<file path="src/shared/csem_pkg.sv">
`default_nettype none
package csem_pkg;
   localparam int          EVENT_BITS      = 4;
   localparam int          WINDOW_BITS     = 12;
   localparam int          ADDR_BITS       = 32;
   localparam int          DATA_BITS       = 32;
   localparam int          CFG_ADDR_BITS   = 8;

   // socket register block, byte offsets within the window
   localparam logic [11:0] OFS_FLAGS       = 12'h000;
   localparam logic [11:0] OFS_ENABLES     = 12'h004;
   localparam logic [11:0] OFS_PRESENT     = 12'h008;
   localparam logic [11:0] OFS_FORCE       = 12'h00c;
   localparam logic [11:0] OFS_CONTROL     = 12'h010;
   localparam logic [11:0] OFS_RSVD_LO     = 12'h014;
   localparam logic [11:0] OFS_RSVD_HI     = 12'h01c;
   localparam logic [11:0] OFS_POWER_MGMT  = 12'h020;

   // configuration space offset of the socket base address register
   localparam logic [7:0]  CFG_OFS_BASE    = 8'h10;

   // event / enable bit positions
   localparam int          BIT_CARD        = 0;
   localparam int          BIT_DETECT1     = 1;
   localparam int          BIT_DETECT2     = 2;
   localparam int          BIT_POWER       = 3;

   localparam logic [3:0]  FLAGS_RESET     = 4'h0;
   localparam logic [3:0]  ENABLES_RESET   = 4'h0;
   localparam logic [19:0] BASE_RESET      = 20'h00000;
   localparam logic [31:0] READ_ZERO       = 32'h00000000;
endpackage : csem_pkg
`default_nettype wire

</file>
<file path="src/shared/csem_change_if.sv">
`timescale 1ns/1ps
`default_nettype none
interface csem_change_if;
   import csem_pkg::*;
   logic [EVENT_BITS-1:0] state;
   logic [EVENT_BITS-1:0] change;
   modport detector (output state, output change);
   modport consumer (input state, input change);
endinterface : csem_change_if
`default_nettype wire

</file>
<file path="src/hw/csem_socket_event.sv">
// Contract
// - socket block decodes flags 00h, enables 04h, state 08h, force 0Ch; control 10h and pm 20h are not decoded and read zero
// - each socket has its own base address register at config offset 10h
// - flags record only that a status changed, not its new value
// - writing one clears an event flag, writing zero leaves it
// - writing one to a force-event bit sets that event flag
// - reset clears flags; after card reset a still-present condition sets again
// - bits 31 to 4 of flags and enables read zero
// - flag 3 sets on any power-cycle state change and stays until cleared
// - flag 2 sets on any second card-detect change
// - flag 1 sets on any first card-detect change
// - cardbus card: flag 0 sets on rising card status-change edge only
// - 16-bit card: flag 0 sets on both status-change edges
// - enables gate only the interrupt; flags set regardless
// - enable bit 3 gates the power-cycle event, reset 0
// - enable bits 2-1 gate detect events; 11 enables, 00 reset
// - enable bit 0 gates the card status event, reset 0
`timescale 1ns/1ps
`default_nettype none
module csem_socket_event
   import csem_pkg::*;
(
   input  wire logic                     i_sys_clk,
   input  wire logic                     i_sys_rst,
   // configuration space access
   input  wire logic                     i_cfg_wr,
   input  wire logic                     i_cfg_rd,
   input  wire logic [CFG_ADDR_BITS-1:0] i_cfg_addr,
   input  wire logic [DATA_BITS-1:0]     i_cfg_wdata,
   input  wire logic [3:0]               i_cfg_be,
   output logic      [DATA_BITS-1:0]     o_cfg_rdata,
   output logic                          o_cfg_rvalid,
   // memory space access
   input  wire logic                     i_mem_wr,
   input  wire logic                     i_mem_rd,
   input  wire logic [ADDR_BITS-1:0]     i_mem_addr,
   input  wire logic [DATA_BITS-1:0]     i_mem_wdata,
   input  wire logic [3:0]               i_mem_be,
   output logic      [DATA_BITS-1:0]     o_mem_rdata,
   output logic                          o_mem_rvalid,
   output logic                          o_mem_hit,
   // socket status inputs
   input  wire logic                     i_power_cycle_state,
   input  wire logic                     i_detect_one_state,
   input  wire logic                     i_detect_two_state,
   input  wire logic                     i_card_change_state,
   input  wire logic                     i_cardbus_card,
   input  wire logic                     i_card_reset,
   output logic                          o_status_change_interrupt
);
   typedef struct packed {
      logic [ADDR_BITS-1:WINDOW_BITS] base;
      logic [EVENT_BITS-1:0]          flags;
      logic [EVENT_BITS-1:0]          enables;
      logic [DATA_BITS-1:0]           mem_rdata;
      logic                           mem_rvalid;
      logic                           mem_hit;
      logic [DATA_BITS-1:0]           cfg_rdata;
      logic                           cfg_rvalid;
      logic                           irq;
   } csem_regs_type;

   csem_regs_type r;
   csem_regs_type next_r;

   logic [EVENT_BITS-1:0] raw_state;
   logic                  hit;
   logic [11:0]           ofs;
   logic                  wr_lo;
   logic [EVENT_BITS-1:0] wr_bits;
   logic [EVENT_BITS-1:0] clr_bits;
   logic [EVENT_BITS-1:0] force_bits;
   logic [EVENT_BITS-1:0] gate;
   logic [DATA_BITS-1:0]  rd_word;

   csem_change_if chg ();

   always_comb begin
      raw_state              = '0;
      raw_state[BIT_CARD]    = i_card_change_state;
      raw_state[BIT_DETECT1] = i_detect_one_state;
      raw_state[BIT_DETECT2] = i_detect_two_state;
      raw_state[BIT_POWER]   = i_power_cycle_state;
   end

   csem_change_detect u_detect (
      .i_sys_clk      (i_sys_clk),
      .i_sys_rst      (i_sys_rst),
      .i_state        (raw_state),
      .i_cardbus_card (i_cardbus_card),
      .i_card_reset   (i_card_reset),
      .chg            (chg.detector)
   );

   // window decode against this socket's own base
   assign hit   = (i_mem_addr[ADDR_BITS-1:WINDOW_BITS] == r.base);
   assign ofs   = i_mem_addr[WINDOW_BITS-1:0];
   // implemented bits all live in byte lane 0
   assign wr_lo = i_mem_wr & hit & i_mem_be[0];
   assign wr_bits = i_mem_wdata[EVENT_BITS-1:0];

   always_comb begin
      clr_bits   = '0;
      force_bits = '0;
      if (wr_lo && (ofs == OFS_FLAGS)) begin
         clr_bits = wr_bits;
      end
      if (wr_lo && (ofs == OFS_FORCE)) begin
         force_bits = wr_bits;
      end
   end

   // reserved enable patterns 01/10 are treated as off, only 11 reaches the interrupt
   always_comb begin
      gate              = '0;
      gate[BIT_POWER]   = r.enables[BIT_POWER];
      gate[BIT_DETECT1] = r.enables[BIT_DETECT1] & r.enables[BIT_DETECT2];
      gate[BIT_DETECT2] = r.enables[BIT_DETECT1] & r.enables[BIT_DETECT2];
      gate[BIT_CARD]    = r.enables[BIT_CARD];
   end

   always_comb begin
      rd_word = READ_ZERO;
      if (ofs == OFS_FLAGS) begin
         rd_word[EVENT_BITS-1:0] = r.flags;
      end else if (ofs == OFS_ENABLES) begin
         rd_word[EVENT_BITS-1:0] = r.enables;
      end else if (ofs == OFS_PRESENT) begin
         rd_word[EVENT_BITS-1:0] = chg.state;
      end else begin
         // force is write-only; control, reserved, power management and the rest read zero
         rd_word = READ_ZERO;
      end
   end

   always_comb begin
      next_r = r;

      // set wins over a clear in the same cycle, and enables never block the set
      next_r.flags = (r.flags & ~clr_bits) | chg.change | force_bits;

      if (wr_lo && (ofs == OFS_ENABLES)) begin
         next_r.enables = wr_bits;
      end

      if (i_cfg_wr && (i_cfg_addr == CFG_OFS_BASE)) begin
         if (i_cfg_be[1]) begin
            next_r.base[15:WINDOW_BITS] = i_cfg_wdata[15:WINDOW_BITS];
         end
         if (i_cfg_be[2]) begin
            next_r.base[23:16] = i_cfg_wdata[23:16];
         end
         if (i_cfg_be[3]) begin
            next_r.base[31:24] = i_cfg_wdata[31:24];
         end
      end

      next_r.cfg_rvalid = i_cfg_rd;
      next_r.cfg_rdata  = READ_ZERO;
      if (i_cfg_rd && (i_cfg_addr == CFG_OFS_BASE)) begin
         next_r.cfg_rdata[ADDR_BITS-1:WINDOW_BITS] = r.base;
      end

      next_r.mem_hit    = (i_mem_rd | i_mem_wr) & hit;
      next_r.mem_rvalid = i_mem_rd & hit;
      next_r.mem_rdata  = (i_mem_rd && hit) ? rd_word : READ_ZERO;

      // software must clear stale flags before unmasking or this fires at once
      next_r.irq = |(r.flags & gate);
   end

   always_ff @(posedge i_sys_clk) begin
      if (i_sys_rst) begin
         r         <= '0;
         r.flags   <= FLAGS_RESET;
         r.enables <= ENABLES_RESET;
         r.base    <= BASE_RESET;
      end else begin
         r <= next_r;
      end
   end

   assign o_cfg_rdata               = r.cfg_rdata;
   assign o_cfg_rvalid              = r.cfg_rvalid;
   assign o_mem_rdata               = r.mem_rdata;
   assign o_mem_rvalid              = r.mem_rvalid;
   assign o_mem_hit                 = r.mem_hit;
   assign o_status_change_interrupt = r.irq;
endmodule : csem_socket_event
`default_nettype wire

</file>
<file path="src/hw/csem_change_detect.sv">
`timescale 1ns/1ps
`default_nettype none
module csem_change_detect
   import csem_pkg::*;
(
   input  wire logic                  i_sys_clk,
   input  wire logic                  i_sys_rst,
   input  wire logic [EVENT_BITS-1:0] i_state,
   input  wire logic                  i_cardbus_card,
   input  wire logic                  i_card_reset,
   csem_change_if.detector            chg
);
   typedef struct packed {
      logic [EVENT_BITS-1:0] prev;
   } csem_detect_type;

   csem_detect_type r;
   csem_detect_type next_r;

   // per-bit drivers land on a net, the interface variable then has one driver
   wire logic [EVENT_BITS-1:0] edge_seen;

   always_comb begin
      next_r      = r;
      next_r.prev = i_state;
      // held at the idle baseline in card reset so a still-present level is seen anew on release
      if (i_card_reset) begin
         next_r.prev = '0;
      end
   end

   always_ff @(posedge i_sys_clk) begin
      if (i_sys_rst) begin
         r <= '0;
      end else begin
         r <= next_r;
      end
   end

   assign chg.state  = i_state;
   assign chg.change = edge_seen;

   // change only, never the new level
   genvar gi;
   generate
      for (gi = 0; gi < EVENT_BITS; gi++) begin : g_bit
         if (gi == BIT_CARD) begin : g_card
            assign edge_seen[gi] = i_card_reset ? 1'b0 :
                                   (i_cardbus_card ? (i_state[gi] & ~r.prev[gi])
                                                   : (i_state[gi] ^ r.prev[gi]));
         end else begin : g_level
            assign edge_seen[gi] = ~i_card_reset & (i_state[gi] ^ r.prev[gi]);
         end
      end
   endgenerate
endmodule : csem_change_detect
`default_nettype wire

</file>
<file path="config.mk">
export PLATFORM = sky130hd
export DESIGN_NAME = csem_socket_event
export DESIGN_NICKNAME = d
export VERILOG_FILES = /design/src/shared/csem_pkg.sv /design/src/shared/csem_change_if.sv /design/src/hw/csem_socket_event.sv /design/src/hw/csem_change_detect.sv
export SDC_FILE = /design/constraint.sdc
export NUM_CORES = 1
export LEC_CHECK = 0
export BUFFER_PORTS_ARGS = -buffer_cell sky130_fd_sc_hd__buf_2
export CORE_MARGIN = 2
export CORE_UTILIZATION = 40
export DETAILED_ROUTE_END_ITERATION = 10
export GPL_TIMING_DRIVEN = 0
export PLACE_DENSITY = 0.8
export SLEW_MARGIN = 10
export SYNTH_ARGS = -nofsm -noshare
export SYNTH_HDL_FRONTEND = slang
export SYNTH_SLANG_ARGS = --single-unit
</file>
<file path="constraint.sdc">
create_clock -name i_sys_clk -period 3.67 [get_ports i_sys_clk]
set_clock_uncertainty 0.05 [all_clocks]
set_input_delay 0.367 -clock i_sys_clk [delete_from_list [all_inputs] [get_ports i_sys_clk]]
set_output_delay 0.367 -clock i_sys_clk [all_outputs]
set_load 0.1 [all_outputs]
</file>
==> summary.md <==
| Metric | Value |
|---|---|
| Yosys top cell by area | `dfxtp_1` |
| Most frequent cells in the layout | `107 x buf_2, 64 x buf_4, 60 x dfxtp_1` |
| Skew-Pair Late Insertion Delay | `0.34 ns` |
| Final setup TNS | `0 ns` |
| Antenna Nets Post-Route | `0` |
| Antenna violations before repair | `0` |
| Register-to-register setup slack | `between 1.5 and 2 ns` |
| Post-CTS setup buffers | `0` |
| Data arrival time of the worst path | `between 2 and 2.5 ns` |
| Fin util | `between 50% and 60%` |
| Tot Pwr | `around 1.6 mW` |
| Post-synthesis mux area share | `under 10%` |
| Maximum vdd drop | `around 0.00020 V` |
| Row cnt | `31` |
| TritonCTS Buffers | `9` |
| CTS tree | `built` |
| Average size of a mapped cell | `a little under 9 sq um` |
| Tmin final | `between 1.5 and 2 ns` |
| Synth Area in Simple Gates | `24.3%` |
| CP endpoint | `r[72]` |
| Worst-margin pin slew | `between 0.5 and 0.6 ns` |
| Final Net Count | `~630` |
| Fmax | `~0.52 GHz` |
| Drt drc | `0` |
| All-Layer GR Usage | `between 15 and 20%` |
| CTS root buffer | `clkbuf_8` |
| I/O Pins | `roughly 190` |
| Grt ovf | `0` |
| Critical path type | `reg -> reg` |
| Synth cell types | `36` |
| R2R Path End | `r[72]` |
| Seq/Total Area, Yosys | `about two fifths` |
| Largest net degree at the start of global routing | `11` |
| Max-slew violation count | `0` |
| Die Y | `approximately 90 um` |
| Vias in the first global route | `2551` |
| Max Cap Viol | `0` |
| Initial drt markers | `175` |
| First-pass GRT wire length | `11400 um` |
| Status | `finished clean` |
| Hold crit path type | `in -> reg` |
| Crit. End Element | `flop` |
| XOR/XNOR share of the synthesized area | `around 6.6%` |
| Largest family of logic cells by synthesized area | `simple AND/OR/NAND/NOR gates` |
| Post-CTS Resized | `0` |
| Post-synthesis register bit count | `60` |
| Vias | `about 2700` |
| P_leak | `~2 nW` |
| Adder-cell share of the synthesized area | `0.412%` |
| Die Span X | `91.2 um` |
| Final WL | `between 7000 and 8000 um` |
| Die Footprint | `around 8300 sq um` |
| Worst path required time | `between 3 and 4 ns` |
| Yosys warning total | `0` |
| Setup crit start kind | `flop` |
| CTS Buffer Depth | `2` |
| Hold-fix buffers, CTS | `0` |
| Starting Density | `41.7%` |
| IO buf count | `between 100 and 150` |
| Area grow syn2layout | `32.0%` |
| RSZ-0062 raised after global routing | `false` |
| Layout cell share with drive strength beyond 1 | `39.1%` |
| Clock slew at reported path FFs | `about 0.06 ns` |
| Drt first pass iters | `4` |
| Tcrit/Tclk final | `52.1%` |
| Final hold violation count | `0` |
| Total clock sinks | `60` |
| Crit Reg-Reg Startpoint | `r[86]` |
| Synth top area cells | `dfxtp_1 40%, buf_4 16%, xor2_1 6.6%` |
| Max FO, Critical Path | `5` |
| Routability cong. | `about 0.87` |
| Worst reg-to-reg path cell count | `5` |
| Mapped Area | `3040 sq um` |
| Slew margin rel. | `between 60% and 70%` |
| Vias per inst | `4.52` |
| HPWL Detailed | `about 5800 um` |
| PD cells | `roughly 390 nW/um^2` |
| Critical path startpoint | `r[86]` |
| Core area | `about 7300 sq um` |
| Synth Area in Compound Gates | `8.65%` |
| Gate Count Post-Synth | `roughly 350` |
| # setup viols final | `0` |
| Htree depth | `3` |
| Synth top area share | `approximately 40%` |
| Commonest non-fill, non-tap cell in the layout | `buf_2` |
| Drt wl/cell | `about 12 um` |
Yosys cell counts:
library cell	instances
a21oi_1	30
a22oi_1	1
a31o_2	3
a31oi_1	4
and2_1	24
and2_2	1
and2_4	1
and3_1	2
and3_4	1
and4_1	1
buf_2	4
buf_4	64
buf_6	1
buf_8	1
clkbuf_1	9
conb_1	1
dfxtp_1	60
ha_1	1
inv_1	5
mux2i_1	4
nand2_1	33
nand2_4	1
nand3_1	22
nand4_1	8
nor2_1	9
nor2b_1	2
nor3_1	2
nor3b_1	5
nor4_1	9
nor4_2	5
nor4_4	1
nor4b_1	1
o211ai_1	1
o21ai_0	8
o22ai_1	1
xor2_1	23
worst min path at each step:
stage	slack, ns	startpoint	cells past startpoint	end
6_report	0.17	i_sys_rst	2	o_cfg_rvalid
5_1_grt	0.17	i_sys_rst	2	o_cfg_rvalid
4_1_cts	0.16	i_sys_rst	2	o_cfg_rvalid
3_5_place_dp	0.43	r[84]	2	r[84]
3_3_place_gp	0.42	r[84]	2	r[84]
2_1_floorplan	0.40	i_sys_rst	1	o_cfg_rvalid
registers in the layout (all words and copies together) (netlist names):
| name | flops |
|---|---|
| r | 26 |
| o_cfg_rdata | 20 |
| u_detect.r | 4 |
| gate | 2 |
| o_mem_rvalid | 1 |
| o_status_change_interrupt | 1 |
| o_mem_hit | 1 |
| o_mem_rdata | 4 |
| o_cfg_rvalid | 1 |
power breakdown:
| part | internal, mW | switching [mW] |
|---|---|---|
| combinational | 0.0826 | 0.244 |
| sequential | 0.660 | 0.00515 |
| clock | 0.328 | 0.242 |
routing by layer:
| metal | GRT usage [%] | vias up | routed length (um) |
|---|---|---|---|
| li1 | - | 1387 | - |
| met1 | 19.7 | 1212 | 2920 |
| met2 | 28.7 | 122 | 3420 |
| met3 | 5.06 | 20 | 669 |
| met4 | 10.9 | 0 | 259 |
| met5 | 0 | - | 0 |
cells by family after synthesis:
logic type	after synthesis
AO/OA/AOI/OAI	48
XOR/XNOR	23
AND/OR/NAND/NOR	128
buffers and inverters	84
adder cells (fa/ha/maj)	1
other	1
flip-flops	60
multiplexers	4
cell type report:
| class | instances | area [sq um] |
|---|---|---|
| fillers | 682 | 3280 |
| multi-input cells | 244 | 1400 |
| flip-flops and latches | 60 | 1200 |
| plain buffers | 79 | 561 |
| repair buffers | 103 | 515 |
| clock buffers | 13 | 149 |
| well taps | 99 | 124 |
| clock inverters | 2 | 35.0 |
| inverters | 5 | 18.8 |
| diodes | 1 | 2.50 |
critical path, cell delays in order (launching register included):
cell,delay [ns]
dfxtp_1,0.33
xor2_1,0.16
nor4_1,0.52
nand4_1,0.30
nor4_1,0.34
nor3_1,0.07
stage by stage:
| step | worst slack [ns] | instance area, sq um | hold WS [ns] | instances |
|---|---|---|---|---|
| floorplan | 2.10 | 3180 | 0.396 | 388 |
| global placement | 1.70 | 3820 | 0.419 | 590 |
| detailed placement | 1.69 | 3820 | 0.427 | 590 |
| CTS | 1.80 | 4010 | 0.161 | 605 |
| global route | 1.64 | 4010 | 0.173 | 605 |
| finish | 1.76 | 4010 | 0.166 | 606 |
Power figures use the tool's default switching activity.
